===== src/core/sir_pkg.sv =====
// Constants and types shared by the socket interrupt and retry registers
package sir_pkg;

    // Geometry
    localparam int NSOCK = 8;
    localparam int AW    = 16;
    localparam int DW    = 8;

    // Register byte addresses
    localparam logic [15:0] OFS_IRQ_ENABLE   = 16'h0016;
    localparam logic [15:0] OFS_RETRY_IVL_HI = 16'h0017;
    localparam logic [15:0] OFS_RETRY_IVL_LO = 16'h0018;
    localparam logic [15:0] OFS_RETRY_LIMIT  = 16'h0019;
    localparam logic [15:0] OFS_AUTH_TYPE_HI = 16'h001C;
    localparam logic [15:0] OFS_AUTH_TYPE_LO = 16'h001D;
    localparam logic [15:0] OFS_AUTH_ALGO    = 16'h001E;
    localparam logic [15:0] OFS_CHIP_REV     = 16'h001F;
    localparam logic [15:0] OFS_ECHO_PERIOD  = 16'h0028;
    localparam logic [15:0] OFS_MAGIC        = 16'h0029;
    localparam logic [15:0] OFS_HOLDOFF_HI   = 16'h0030;
    localparam logic [15:0] OFS_HOLDOFF_LO   = 16'h0031;
    localparam logic [15:0] OFS_IRQ_SUMMARY  = 16'h0034;

    // Reset values
    localparam logic [7:0]  RST_IRQ_ENABLE  = 8'h00;
    localparam logic [15:0] RST_RETRY_IVL   = 16'h07D0;
    localparam logic [7:0]  RST_RETRY_LIMIT = 8'h08;
    localparam logic [15:0] RST_AUTH_TYPE   = 16'h0000;
    localparam logic [7:0]  RST_AUTH_ALGO   = 8'h00;
    localparam logic [7:0]  RST_ECHO_PERIOD = 8'h00;
    localparam logic [7:0]  RST_MAGIC       = 8'h00;
    localparam logic [15:0] RST_HOLDOFF     = 16'h0000;
    localparam logic [7:0]  RST_IRQ_SUMMARY = 8'h00;
    localparam logic [7:0]  READ_ZERO       = 8'h00;

    // Revision code; value is arbitrary
    localparam logic [7:0]  CHIP_REV_CODE   = 8'h5A;

    // Authentication type codes
    localparam logic [15:0] AUTH_PAP  = 16'hC023;
    localparam logic [15:0] AUTH_CHAP = 16'hC223;

    // Interval doubling ceiling
    localparam logic [16:0] IVL_CEIL = 17'h0_FFFF;

    // Timing: clock rate, retry unit, echo unit
    localparam int CLK_MHZ      = 125;
    localparam int RETRY_UNIT_US = 100;
    localparam int ECHO_UNIT_MS  = 25;
    localparam int RETRY_UNIT_CYC = RETRY_UNIT_US * CLK_MHZ;
    localparam int ECHO_UNIT_CYC  = ECHO_UNIT_MS * 1000 * CLK_MHZ;

    // Interrupt output sequencer
    typedef enum logic [1:0] {
        IRQ_IDLE = 2'b00,
        IRQ_LOW  = 2'b01,
        IRQ_HOLD = 2'b10
    } sir_irq_state_t;

    // Per-socket retry timer
    typedef enum logic {
        RT_IDLE = 1'b0,
        RT_WAIT = 1'b1
    } sir_rt_state_t;

endpackage


===== src/core/sir_regs.sv =====
// Socket interrupt summary, mask, hold-off, retry timers and PPP registers
//
// Function
// RULE1: Enabled summary bit raises interrupt.
// RULE2: Disabled summary bit raises none.
// RULE3: Retry interval: 16 bits, 100 us units, reset 2000.
// RULE4: Retry interval high byte at lower address.
// RULE5: Retransmit on late or missing reply.
// RULE6: Retry limit resets to 8; limit+1 waits then timeout.
// RULE7: TCP timeout also closes socket.
// RULE8: ARP request resent per expired wait.
// RULE9: ARP timeout after limit+1 waits.
// RULE10: TCP wait doubles, held past 65535.
// RULE11: Read-only auth type, PAP or CHAP.
// RULE12: Read-only auth algorithm byte.
// RULE13: Read-only fixed revision byte.
// RULE14: Echo period paces LCP echo, 25 ms per count.
// RULE15: Writable LCP magic byte.
// RULE16: Hold-off sets wait before reassert.
// RULE17: Released line reasserts after hold-off plus one.
// RULE18: Socket interrupt sets summary bit.
// RULE19: Cleared socket flags clear summary bit.
// RULE20: Line low while enabled bits pend; code releases it for hold-off plus one when an enabled socket is cleared.
// RULE21: Host reads summary, clears socket flags.
`timescale 1ns/1ps
`default_nettype none

module sir_regs
    import sir_pkg::*;
#(
    parameter int RETRY_TICK_CYC = sir_pkg::RETRY_UNIT_CYC,
    parameter int ECHO_TICK_CYC  = sir_pkg::ECHO_UNIT_CYC
)
(
    input  wire logic                      mclk,
    input  wire logic                      resetn,
    // Byte register port from host port logic
    input  wire logic [sir_pkg::AW-1:0]    regAddr,
    input  wire logic [sir_pkg::DW-1:0]    regWrData,
    input  wire logic                      regWrEn,
    input  wire logic                      regRdEn,
    output logic      [sir_pkg::DW-1:0]    regRdData,
    output logic                           regRdValid,
    // Socket event side
    input  wire logic [sir_pkg::NSOCK-1:0] sockIrqEvent,
    input  wire logic [sir_pkg::NSOCK-1:0] sockFlagsClear,
    input  wire logic [sir_pkg::NSOCK-1:0] sockWaitStart,
    input  wire logic [sir_pkg::NSOCK-1:0] sockWaitIsTcp,
    input  wire logic [sir_pkg::NSOCK-1:0] sockAckRcvd,
    output logic      [sir_pkg::NSOCK-1:0] sockRetransmit,
    output logic      [sir_pkg::NSOCK-1:0] sockTimeout,
    output logic      [sir_pkg::NSOCK-1:0] sockStateClosed,
    // PPP link side
    input  wire logic                      authUpdate,
    input  wire logic [15:0]               authTypeIn,
    input  wire logic [7:0]                authAlgoIn,
    output logic      [7:0]                linkMagicValue,
    output logic                           lcpEchoReq,
    // Active-low interrupt line
    output logic                           irqOut_n
);
    import sir_pkg::*;

    localparam logic [31:0] RETRY_LAST = 32'(RETRY_TICK_CYC - 1);
    localparam logic [31:0] ECHO_LAST  = 32'(ECHO_TICK_CYC - 1);

    // Double the wait while it fits
    function automatic logic [15:0] nextInterval(input logic [15:0] cur);
        logic [16:0] dbl;
        dbl = {cur, 1'b0};
        if (dbl > IVL_CEIL)
            nextInterval = cur;
        else
            nextInterval = dbl[15:0];
    endfunction

    // Register write strobe for one address
    function automatic logic wrHit(input logic [15:0] a, input logic [15:0] o,
                                   input logic we);
        wrHit = we && (a == o);
    endfunction

    logic [7:0]     irqEnable_q;
    logic [15:0]    retryIvl_q;
    logic [7:0]     retryLimit_q;
    logic [15:0]    authType_q;
    logic [7:0]     authAlgo_q;
    logic [7:0]     echoPeriod_q;
    logic [7:0]     magic_q;
    logic [15:0]    holdoff_q;
    logic [7:0]     summary_q;
    logic [7:0]     rdData_q;
    logic           rdValid_q;

    logic [31:0]    retryPre_q;
    logic           retryTick_q;
    logic [31:0]    echoPre_q;
    logic [7:0]     echoCnt_q;
    logic           echoReq_q;

    sir_rt_state_t  rtState_q [NSOCK];
    logic [15:0]    rtIvl_q   [NSOCK];
    logic [15:0]    rtTicks_q [NSOCK];
    logic [7:0]     rtCount_q [NSOCK];
    logic [7:0]     rtIsTcp_q;
    logic [7:0]     retx_q;
    logic [7:0]     tmo_q;
    logic [7:0]     closed_q;

    sir_irq_state_t irqState_q;
    sir_irq_state_t irqState_d;
    logic [15:0]    irqWait_q;
    logic           relHit_q;
    logic           irqOut_n_q;
    logic           pending;

    // Writable configuration registers
    always_ff @(posedge mclk or negedge resetn)
    begin
        if (!resetn)
        begin
            irqEnable_q  <= RST_IRQ_ENABLE;
            retryIvl_q   <= RST_RETRY_IVL;
            retryLimit_q <= RST_RETRY_LIMIT;
            echoPeriod_q <= RST_ECHO_PERIOD;
            magic_q      <= RST_MAGIC;
            holdoff_q    <= RST_HOLDOFF;
        end
        else
        begin
            if (wrHit(regAddr, OFS_IRQ_ENABLE, regWrEn))
                irqEnable_q <= regWrData;
            // RULE4: upper byte first
            if (wrHit(regAddr, OFS_RETRY_IVL_HI, regWrEn))
                retryIvl_q[15:8] <= regWrData;
            if (wrHit(regAddr, OFS_RETRY_IVL_LO, regWrEn))
                retryIvl_q[7:0] <= regWrData;
            // RULE6: retry limit store
            if (wrHit(regAddr, OFS_RETRY_LIMIT, regWrEn))
                retryLimit_q <= regWrData;
            // RULE14: echo period store
            if (wrHit(regAddr, OFS_ECHO_PERIOD, regWrEn))
                echoPeriod_q <= regWrData;
            // RULE15: magic byte store
            if (wrHit(regAddr, OFS_MAGIC, regWrEn))
                magic_q <= regWrData;
            // RULE16: hold-off store
            if (wrHit(regAddr, OFS_HOLDOFF_HI, regWrEn))
                holdoff_q[15:8] <= regWrData;
            if (wrHit(regAddr, OFS_HOLDOFF_LO, regWrEn))
                holdoff_q[7:0] <= regWrData;
        end
    end

    // Authentication status captured from the PPP engine
    always_ff @(posedge mclk or negedge resetn)
    begin
        if (!resetn)
        begin
            authType_q <= RST_AUTH_TYPE;
            authAlgo_q <= RST_AUTH_ALGO;
        end
        // RULE11: auth type capture
        else if (authUpdate)
        begin
            authType_q <= authTypeIn;
            // RULE12: algorithm capture
            authAlgo_q <= authAlgoIn;
        end
    end

    // Read port, one cycle latency, unmapped reads return zero
    always_ff @(posedge mclk or negedge resetn)
    begin
        if (!resetn)
        begin
            rdData_q  <= READ_ZERO;
            rdValid_q <= 1'b0;
        end
        else
        begin
            rdValid_q <= regRdEn;
            if (regRdEn)
            begin
                unique case (regAddr)
                    OFS_IRQ_ENABLE:   rdData_q <= irqEnable_q;
                    OFS_RETRY_IVL_HI: rdData_q <= retryIvl_q[15:8];
                    OFS_RETRY_IVL_LO: rdData_q <= retryIvl_q[7:0];
                    OFS_RETRY_LIMIT:  rdData_q <= retryLimit_q;
                    OFS_AUTH_TYPE_HI: rdData_q <= authType_q[15:8];
                    OFS_AUTH_TYPE_LO: rdData_q <= authType_q[7:0];
                    OFS_AUTH_ALGO:    rdData_q <= authAlgo_q;
                    // RULE13: fixed revision
                    OFS_CHIP_REV:     rdData_q <= CHIP_REV_CODE;
                    OFS_ECHO_PERIOD:  rdData_q <= echoPeriod_q;
                    OFS_MAGIC:        rdData_q <= magic_q;
                    OFS_HOLDOFF_HI:   rdData_q <= holdoff_q[15:8];
                    OFS_HOLDOFF_LO:   rdData_q <= holdoff_q[7:0];
                    OFS_IRQ_SUMMARY:  rdData_q <= summary_q;
                    default:          rdData_q <= READ_ZERO;
                endcase
            end
        end
    end

    // Socket summary bits; a new event wins over a clear
    always_ff @(posedge mclk or negedge resetn)
    begin
        if (!resetn)
            summary_q <= RST_IRQ_SUMMARY;
        else
            // RULE18: set on event; RULE19: clear when flags zeroed
            summary_q <= (summary_q & ~sockFlagsClear) | sockIrqEvent | tmo_q;
    end

    // Shared 100 us retry tick
    always_ff @(posedge mclk or negedge resetn)
    begin
        if (!resetn)
        begin
            retryPre_q  <= 32'h0000_0000;
            retryTick_q <= 1'b0;
        end
        else if (retryPre_q == RETRY_LAST)
        begin
            retryPre_q  <= 32'h0000_0000;
            retryTick_q <= 1'b1;
        end
        else
        begin
            retryPre_q  <= retryPre_q + 32'h0000_0001;
            retryTick_q <= 1'b0;
        end
    end

    // Per-socket retransmission timers
    always_ff @(posedge mclk or negedge resetn)
    begin
        if (!resetn)
        begin
            for (int i = 0; i < NSOCK; i++)
            begin
                rtState_q[i] <= RT_IDLE;
                rtIvl_q[i]   <= RST_RETRY_IVL;
                rtTicks_q[i] <= RST_RETRY_IVL;
                rtCount_q[i] <= 8'h00;
            end
            rtIsTcp_q <= 8'h00;
            retx_q    <= 8'h00;
            tmo_q     <= 8'h00;
            closed_q  <= 8'h00;
        end
        else
        begin
            retx_q   <= 8'h00;
            tmo_q    <= 8'h00;
            closed_q <= 8'h00;
            for (int i = 0; i < NSOCK; i++)
            begin
                // RULE3: wait loaded from the interval register
                if (sockWaitStart[i])
                begin
                    rtState_q[i] <= RT_WAIT;
                    rtIvl_q[i]   <= retryIvl_q;
                    rtTicks_q[i] <= retryIvl_q;
                    rtCount_q[i] <= 8'h00;
                    rtIsTcp_q[i] <= sockWaitIsTcp[i];
                end
                else if (rtState_q[i] == RT_WAIT)
                begin
                    if (sockAckRcvd[i])
                        rtState_q[i] <= RT_IDLE;
                    else if (retryTick_q && rtTicks_q[i] <= 16'h0001)
                    begin
                        // RULE6: limit plus one waits end in timeout
                        if (rtCount_q[i] == retryLimit_q)
                        begin
                            rtState_q[i] <= RT_IDLE;
                            // RULE9: final timeout flag
                            tmo_q[i]    <= 1'b1;
                            // RULE7: TCP also closes the socket
                            closed_q[i] <= rtIsTcp_q[i];
                        end
                        else
                        begin
                            // RULE5: retransmit on expiry; RULE8: ARP resend
                            retx_q[i]    <= 1'b1;
                            rtCount_q[i] <= rtCount_q[i] + 8'h01;
                            // RULE10: TCP doubles, held at current value when the double exceeds the ceiling
                            if (rtIsTcp_q[i])
                            begin
                                rtIvl_q[i]   <= nextInterval(rtIvl_q[i]);
                                rtTicks_q[i] <= nextInterval(rtIvl_q[i]);
                            end
                            else
                                rtTicks_q[i] <= rtIvl_q[i];
                        end
                    end
                    else if (retryTick_q)
                        rtTicks_q[i] <= rtTicks_q[i] - 16'h0001;
                end
            end
        end
    end

    // LCP echo pacing, 25 ms units, zero period disables it
    always_ff @(posedge mclk or negedge resetn)
    begin
        if (!resetn)
        begin
            echoPre_q <= 32'h0000_0000;
            echoCnt_q <= 8'h00;
            echoReq_q <= 1'b0;
        end
        else
        begin
            echoReq_q <= 1'b0;
            if (echoPeriod_q == 8'h00)
            begin
                echoPre_q <= 32'h0000_0000;
                echoCnt_q <= 8'h00;
            end
            else if (echoPre_q == ECHO_LAST)
            begin
                echoPre_q <= 32'h0000_0000;
                // RULE14: one request per period
                if (echoCnt_q + 8'h01 >= echoPeriod_q)
                begin
                    echoCnt_q <= 8'h00;
                    echoReq_q <= 1'b1;
                end
                else
                    echoCnt_q <= echoCnt_q + 8'h01;
            end
            else
                echoPre_q <= echoPre_q + 32'h0000_0001;
        end
    end

    // RULE1: enabled summary bits; RULE2: disabled bits masked
    assign pending = |(summary_q & irqEnable_q);

    // Interrupt sequencer next state
    always_comb
    begin
        irqState_d = irqState_q;
        unique case (irqState_q)
            IRQ_IDLE:
                if (pending)
                    irqState_d = IRQ_LOW;
            // RULE20: held low while enabled bits pend, until an enabled socket is cleared
            IRQ_LOW:
                if (!pending || relHit_q)
                    irqState_d = IRQ_HOLD;
            // RULE17: reassert after hold-off expiry
            IRQ_HOLD:
                if (irqWait_q == 16'h0000)
                    irqState_d = pending ? IRQ_LOW : IRQ_IDLE;
            default:
                irqState_d = IRQ_IDLE;
        endcase
    end

    // Interrupt sequencer state, hold-off count and output line
    always_ff @(posedge mclk or negedge resetn)
    begin
        if (!resetn)
        begin
            irqState_q <= IRQ_IDLE;
            irqWait_q  <= RST_HOLDOFF;
            irqOut_n_q <= 1'b1;
            relHit_q   <= 1'b0;
        end
        else
        begin
            irqState_q <= irqState_d;
            // RULE20: an enabled socket cleared releases the line
            relHit_q   <= |(sockFlagsClear & summary_q & irqEnable_q
                            & ~sockIrqEvent & ~tmo_q);
            irqOut_n_q <= (irqState_d != IRQ_LOW);
            // RULE16: hold-off count of setting plus one clocks
            if (irqState_q == IRQ_LOW)
                irqWait_q <= holdoff_q;
            else if (irqState_q == IRQ_HOLD && irqWait_q != 16'h0000)
                irqWait_q <= irqWait_q - 16'h0001;
        end
    end

    // Outputs straight from flops
    assign regRdData       = rdData_q;
    assign regRdValid      = rdValid_q;
    assign sockRetransmit  = retx_q;
    assign sockTimeout     = tmo_q;
    assign sockStateClosed = closed_q;
    assign linkMagicValue  = magic_q;
    assign lcpEchoReq      = echoReq_q;
    assign irqOut_n        = irqOut_n_q;

endmodule // sir_regs

`default_nettype wire


===== config.mk =====
export PLATFORM = sky130hd
export DESIGN_NAME = sir_regs
export DESIGN_NICKNAME = d
export VERILOG_FILES = /design/src/core/sir_pkg.sv /design/src/core/sir_regs.sv
export SDC_FILE = /design/constraint.sdc
export NUM_CORES = 1
export LEC_CHECK = 0
export BUFFER_PORTS_ARGS = -buffer_cell sky130_fd_sc_hd__buf_4
export CAP_MARGIN = 20
export CORE_MARGIN = 2
export CORE_UTILIZATION = 50
export CTS_CLUSTER_DIAMETER = 80
export DETAILED_ROUTE_END_ITERATION = 12
export PLACE_DENSITY = 0.67
export SYNTH_ARGS = -nofsm -noshare
export SYNTH_HDL_FRONTEND = slang
export SYNTH_SLANG_ARGS = --single-unit

===== constraint.sdc =====
create_clock -name mclk -period 3.3 [get_ports mclk]
set_input_delay 0.33 -clock mclk [delete_from_list [all_inputs] [get_ports mclk]]
set_output_delay 0.33 -clock mclk [all_outputs]
set_load 0.02 [all_outputs]

==> metrics.md, run 1 <==
| Metric | Value |
|---|---|
| Outcome | finished clean |
| Vias | 27679 |
| Top cells by area, synth | dfrtp_1, dfstp_2, nand2_1, mux2i_1, mux2_2 |
| Die area | 65500 um^2 |
| Asr flop ratio synth | 100% |
| Largest family of logic cells by synthesized area | simple AND/OR/NAND/NOR gates |
| Required @ worst endpoint | 3.83 ns |
| Overflow after GRT | 0 |
| MaxCap Viol Count | 0 |
| Max-slew violation count | 0 |
| Tmin final | 2.93 ns |
| Tcrit/Tclk final | 88.8% |
| First-pass GRT wire length | 152000 um |
| Hold slack | 0.0317 ns |
| Post-DR vias/cell | 6.17 |
| Gpl congestion | 0.919 |
| Initial antenna violation count | 0 |
| Clk buf depth | 3 |
| Multiplexer share of the synthesized area | 8.92% |
| 1st-iter DRT viols | 2589 |
| Worst-Margin Slew | 1.08 ns |
| Port bufs | 135 |
| Dominant cell type by area after synthesis | dfrtp_1 |
| Core area | 63000 um^2 |
| R2r worst-path depth | 8 |
| Total wire length | 94700 um |
| Post-synthesis sequential area ratio | 44.5% |
| Leakage power | 15.8 nW |
| Layout net count | 3718 |
| Row count | 92 |
| Pwr Total | 0.0178 W |
| Yosys reg bits | 559 |
| Hold Violations, Final | 0 |
| Primary FF master, synth | dfrtp_1 |
| DP Wirelength | 64400 um |
| Layout Cells excl Fill | 4489 |
| Distinct cells, synth | 95 |
| Synth Area in Adders | 1.46% |
| Avg Inst Size Synth | 9.26 um^2 |
| Worst-path clk slew | 0.06 ns |
| CTS tree | built |
| ANT nets after route | 0 |
| GRT Total Usage | 28.7% |
| DRC Markers | 0 |
| Slew headroom | 28.1% |
| Yosys warning count | 0 |
| Vias in the first global route | 27399 |
| Post-CTS setup buffer count | 0 |
| Setup violations, final | 0 |
| Setup TNS | 0 ns |
| Syn Nets | 3558 |
| Synth Area in XOR/XNOR | 6.59% |
| Cell area after synthesis | 31800 um^2 |
| Pwr dens | 485 nW/um^2 |
| Initial Util | 50.4% |
| WL/cell | 21.1 um |
| Layout fillers | 5423 |
| Startpoint Class | flop |
| R2r endpoint | rtTicks_q[71]$_DFFE_PN1P_ |
| Synth Area in Simple Gates | 20.1% |
| Complex-gate fraction of the synthesized area | 14.9% |
| Post-CTS resize count | 0 |
| Post-synth top area share | 35.9% |
| Mapped Cells | 3428 |
| P&R area growth vs syn | 15.5% |
| Clock Sinks | 559 |
| Drt pass-1 iters | 6 |
| Die width | 256 um |
| Crit path max fanout | 16 |
| CP Capture Point | rtTicks_q[71]$_DFFE_PN1P_ |
| Largest net degree at the start of global routing | 81 |
| Maximum vdd drop | 0.000350 V |
| Number of hold buffers added after CTS | 45 |
| Class of the most critical setup path | flop to flop |
| Post-synth EDFFs | 0 |
| Clk_skew | 0.0311 ns |
| Cts bufs inserted | 66 |
| Critical path arrival | 3.46 ns |
| I/O pin total | 136 |
| CP Capture Type | flop |
| Reg2Reg Setup Slack | 0.37 ns |
| Clock tree root driver cell | clkbuf_16 |
| Hold Path Class | input port to flop |
| RSZ-0062 raised after global routing | no |
| Cell total after placement | 4319 |
| Critical Path Start | retryLimit_q[5]$_DFFE_PN0P_ |
| H-tree lvl count | 3 |
| Layout cells sized above 1 | 16.7% |
| Fmax | 341 MHz |
| Worst-skew pair later-pin latency | 0.61 ns |
| Launching point of the worst reg2reg path | retryLimit_q[5]$_DFFE_PN0P_ |
| Chip Height | 256 um |
==> sequential cells by signal (all words and copies together) (netlist names), 16 cells and up <==
signal,flops
rtIvl_q,128
echoPre_q,32
retryIvl_q,16
retryPre_q,32
authType_q,16
irqWait_q,16
rtTicks_q,128
rtCount_q,64
holdoff_q,16
==> synthesized netlist by cell type, types with 13 or more instances <==
cell / number
nand2b_1: 38
xnor2_1: 108
o31a_1: 15
nor2b_1: 34
nand3_1: 93
mux2i_1: 158
o31ai_1: 24
dfrtp_1: 455
or4_1: 18
and2_1: 30
and3_1: 45
mux2_2: 111
clkbuf_1: 155
nor2_1: 315
nor3_1: 91
buf_2: 24
a31oi_1: 75
a22o_1: 14
nor4_1: 66
a311oi_1: 13
nand4_1: 76
o21ai_0: 222
a311o_1: 13
dfstp_2: 104
or3_1: 22
inv_1: 76
a211oi_1: 21
ha_1: 37
o211ai_1: 13
a21oi_1: 129
xor2_1: 131
nand2_1: 436
a21o_1: 13
a22oi_1: 28
==> cells in the final DEF (no fill, tap or decap), types with 89 or more instances in the layout <==
cell type  count
mux2i_1      158
nand2_1      436
nor2_1       315
nor3_1        89
xnor2_1      108
dfrtp_1      455
o21ai_0      222
dfstp_2      104
nand3_1       93
mux2_2       111
xor2_1       131
a21oi_1      129
buf_4        234
==> layer usage <==
metal | share of wire [%] | global-route usage (%) | up-vias | wire [um]
li1 | - | - | 12658 | -
met1 | 43 | 39.2 | 13735 | 40900
met2 | 46 | 45.9 | 1106 | 43600
met3 | 7.3 | 4.52 | 180 | 6950
met4 | 3.4 | 11.2 | 0 | 3230
met5 | 0 | 0 | - | 0
==> critical path, stage by stage, from the launching register on <==
cell and delay, ns:
dfrtp_1 0.83, buf_4 0.24, xor2_1 0.06, nor4_1 0.41, buf_4 0.21, nand2_1 0.18
o31a_1 0.55, o311ai_0 0.20, o21a_1 0.17
==> where the power goes <==
part / switching, W / leakage, nW / total, W / internal (W)
Sequential: 0.000427 / 7.12 / 0.00772 / 0.00729
Combinational: 0.00148 / 7.62 / 0.00255 / 0.00107
Clock: 0.00300 / 1.10 / 0.00750 / 0.00450
==> worst min-delay path by stage <==
stage                                 to  cells past startpoint            start  slack, ns
6_report        sockTimeout[6]$_DFF_PN0_                      3   sockAckRcvd[6]       0.03
5_1_grt           summary_q[1]$_DFF_PN0_                      3  sockIrqEvent[1]       0.03
4_1_cts         sockTimeout[6]$_DFF_PN0_                      3   sockAckRcvd[6]      0.002
3_5_place_dp     retryPre_q[8]$_DFF_PN0_                      1           resetn       0.41
3_3_place_gp     retryPre_q[7]$_DFF_PN0_                      1           resetn       0.40
2_1_floorplan  authAlgo_q[0]$_DFFE_PN0P_                      0           resetn       0.03
==> kinds of logic after synthesis <==
family          count (synthesis)
simple gates                 1326
fa+ha+maj                      37
xor+xnor                      239
compound gates                722
flops                         559
buf+inv                       276
mux                           269
==> metrics by stage <==
stage	setup WS, ns	area [um^2]	utilization [%]
global route	0.199	36700	58.2
detailed placement	0.391	34000	53.9
global placement	0.452	34000	53.9
CTS	0.389	36600	58.2
floorplan	0.597	31800	-
finish	0.369	36700	58.2
==> cell type report <==
type / instances / area [um^2] / area share (%)
Clock inverter: 22 / 277 / 0.754
Inverter: 79 / 297 / 0.809
Multi-Input combinational cell: 2593 / 16600 / 45.2
Clock buffer: 100 / 1950 / 5.32
Timing Repair Buffer: 289 / 2400 / 6.54
Antenna cell: 1 / 2.50 / 0.00682
Tap cell: 846 / 1060 / 2.89
Sequential cell: 559 / 14100 / 38.5
Power figures use the tool's default switching activity.
==> run 2, diff against run 1 <==
--- a/config.mk
+++ b/config.mk
@@ -7,10 +7,10 @@
 export LEC_CHECK = 0
 export BUFFER_PORTS_ARGS = -buffer_cell sky130_fd_sc_hd__buf_4
 export CAP_MARGIN = 20
-export CORE_MARGIN = 2
 export CORE_UTILIZATION = 50
 export CTS_CLUSTER_DIAMETER = 80
 export DETAILED_ROUTE_END_ITERATION = 12
+export MAX_ROUTING_LAYER = met4
 export PLACE_DENSITY = 0.67
 export SYNTH_ARGS = -nofsm -noshare
 export SYNTH_HDL_FRONTEND = slang
==> run 2 against run 1 <==
Sequential power barely moved. Worst setup slack worse by 0.12 ns. Final cell count rose by 0.33%. Global-route usage rose by 2.2 points. Wire length grew 1.8%. Sequential share of layout area decreased by 0.26 points. Critical endpoint is now rtIvl_q[105]$_DFFE_PN1P_.
==> metrics.md, run 2 (synthesis results as in run 1) <==
| Metric | Value |
|---|---|
| Layout fillers | 5418 |
| Initial Util | 50.4% |
| Leading cell type in the layout, fill and taps excluded | dfrtp_1 |
| DRC Markers | 0 |
| Tcrit/Tclk final | 92.4% |
| Crit-path leading delay family | simple AND/OR/NAND/NOR gates |
| Worst-skew pair later-pin latency | 0.66 ns |
| Layout net count | 3734 |
| Hold Path Class | input port to flop |
| Setup violations, final | 0 |
| Port bufs | 135 |
| Max-slew violation count | 0 |
| Startpoint Class | flop |
| Class of the most critical setup path | flop to flop |
| Buf+Inv Stages, Crit Path | 1 |
| RSZ-0062 raised after global routing | no |
| Fin area | 36900 um^2 |
| H-tree lvl count | 2 |
| Clock tree root driver cell | clkbuf_16 |
| Fmax | 328 MHz |
| P&R area growth vs syn | 16.2% |
| GRT Total Usage | 30.9% |
| Gpl congestion | 0.958 |
| Maximum vdd drop | 0.000375 V |
| Hold slack | 0.0174 ns |
| Die area | 64500 um^2 |
| Required @ worst endpoint | 3.88 ns |
| Clk buf depth | 3 |
| Outcome | finished clean |
| WHS Endpoint | summary_q[6]$_DFF_PN0_ |
| Clock Sinks | 559 |
| Slowest-stage cell, CP | nor4_2 |
| Largest stage delay, worst path | 0.86 ns |
| Leakage power | 15.9 nW |
| Regs by FF count | rtIvl_q: 128 flops, rtTicks_q: 128 flops, rtCount_q: 64 flops |
| WL/cell | 21.4 um |
| Worst-path clk slew | 0.07 ns |
| MaxCap Viol Count | 0 |
| CP Cell Sequence | inv_1, ha_1, nor2_1, or4b_1, a211o_4, nor4_2, a22o_1, a21o_1 |
| CTS tree | built |
| I/O pin total | 136 |
| Worst-Margin Slew | 1.29 ns |
| WHS Path Cells | 3 |
| Clk_skew | 0.0303 ns |
| Core area | 63000 um^2 |
| Largest net degree at the start of global routing | 90 |
| Vias in the first global route | 26716 |
| Post-CTS setup buffer count | 0 |
| CP Capture Type | flop |
| Hold Violations, Final | 0 |
| First-pass GRT wire length | 152000 um |
| R2r endpoint | rtIvl_q[105]$_DFFE_PN1P_ |
| Commonest non-fill, non-tap cells in the layout | dfrtp_1, nand2_1, nor2_1 |
| Overflow after GRT | 0 |
| Initial antenna violation count | 1 |
| Vias | 27759 |
| 1st-iter DRT viols | 2780 |
| Total wire length | 96400 um |
| Launching point of the worst reg2reg path | rtTicks_q[96]$_DFFE_PN0P_ |
| Drt pass-1 iters | 6 |
| Post-DR vias/cell | 6.16 |
| ANT nets after route | 0 |
| Pwr dens | 489 nW/um^2 |
| Tmin final | 3.05 ns |
| Row count | 92 |
| Cts bufs inserted | 61 |
| Reg2Reg Setup Slack | 0.25 ns |
| Crit path max fanout | 12 |
| Chip Height | 254 um |
| Area after DPL | 34000 um^2 |
| R2r worst-path depth | 8 |
| DP Wirelength | 65000 um |
| Hold_sp | sockIrqEvent[6] |
| Layout cells sized above 1 | 16.8% |
| Setup TNS | 0 ns |
| Critical path arrival | 3.63 ns |
| Die width | 254 um |
| Slew headroom | 14.0% |
run 2: how the worst max path moves through the flow:
stage,slack [ns],cells past startpoint,startpoint,to
final,0.25,8,rtTicks_q[96]$_DFFE_PN0P_,rtIvl_q[105]$_DFFE_PN1P_
after global routing,0.06,8,rtTicks_q[96]$_DFFE_PN0P_,rtIvl_q[109]$_DFFE_PN0P_
after CTS,0.25,8,rtTicks_q[96]$_DFFE_PN0P_,rtIvl_q[105]$_DFFE_PN1P_
after detailed placement,0.29,6,rtTicks_q[99]$_DFFE_PN0P_,rtIvl_q[105]$_DFFE_PN1P_
after global placement,0.27,5,rtTicks_q[56]$_DFFE_PN1P_,sockRetransmit[4]$_DFF_PN0_
after floorplan,0.60,8,rtTicks_q[99]$_DFFE_PN0P_,rtIvl_q[110]$_DFFE_PN0P_
run 2: worst min-delay path, stage by stage:
cell and delay (ns):
buf_4 0.11, nor2_1 0.10, o21ai_0 0.09
run 2: where the power goes:
part | internal [W] | leakage, nW | switching [W]
logic | 0.00109 | 7.71 | 0.00150
registers | 0.00729 | 7.12 | 0.000427
clock network | 0.00472 | 1.10 | 0.00301
total | 0.0131 | 15.9 | 0.00494
run 2: per-layer routing:
metal / GRT usage, % / vias up / part of all wire, % / wire [um]
li1: - / 12700 / - / -
met1: 43.1 / 13754 / 45 / 43100
met2: 46.9 / 1116 / 45 / 43600
met3: 3.88 / 189 / 6.9 / 6620
met4: 9.16 / 0 / 3.2 / 3070
met5: - / - / 0 / 0
run 2: area by class of cell:
class,count,area [um^2],share of cell area [%]
antenna,1,2.50,0.00678
clock buffer,88,1760,4.77
clock inverter,28,503,1.36
inverter,79,297,0.803
multi-input combinational,2593,16600,44.9
sequential,559,14100,38.2
tap,846,1060,2.87
timing repair buffer,310,2610,7.07
run 2: stage by stage:
stage               std cells  setup slack (ns)  util, %  total power [W]
finish                   4504             0.252     58.6           0.0180
global route             4503            0.0593     58.6           0.0188
CTS                      4501             0.246     58.6           0.0181
detailed placement       4327             0.289     54.1           0.0103
global placement         4327             0.274     54.1           0.0102
floorplan                3428             0.597        -          0.00942
run 2: timing repair:
item                      4_1_cts  5_1_grt
resized for setup               0        0
hold buffers                   58        0
hold endpoints to repair      129        0
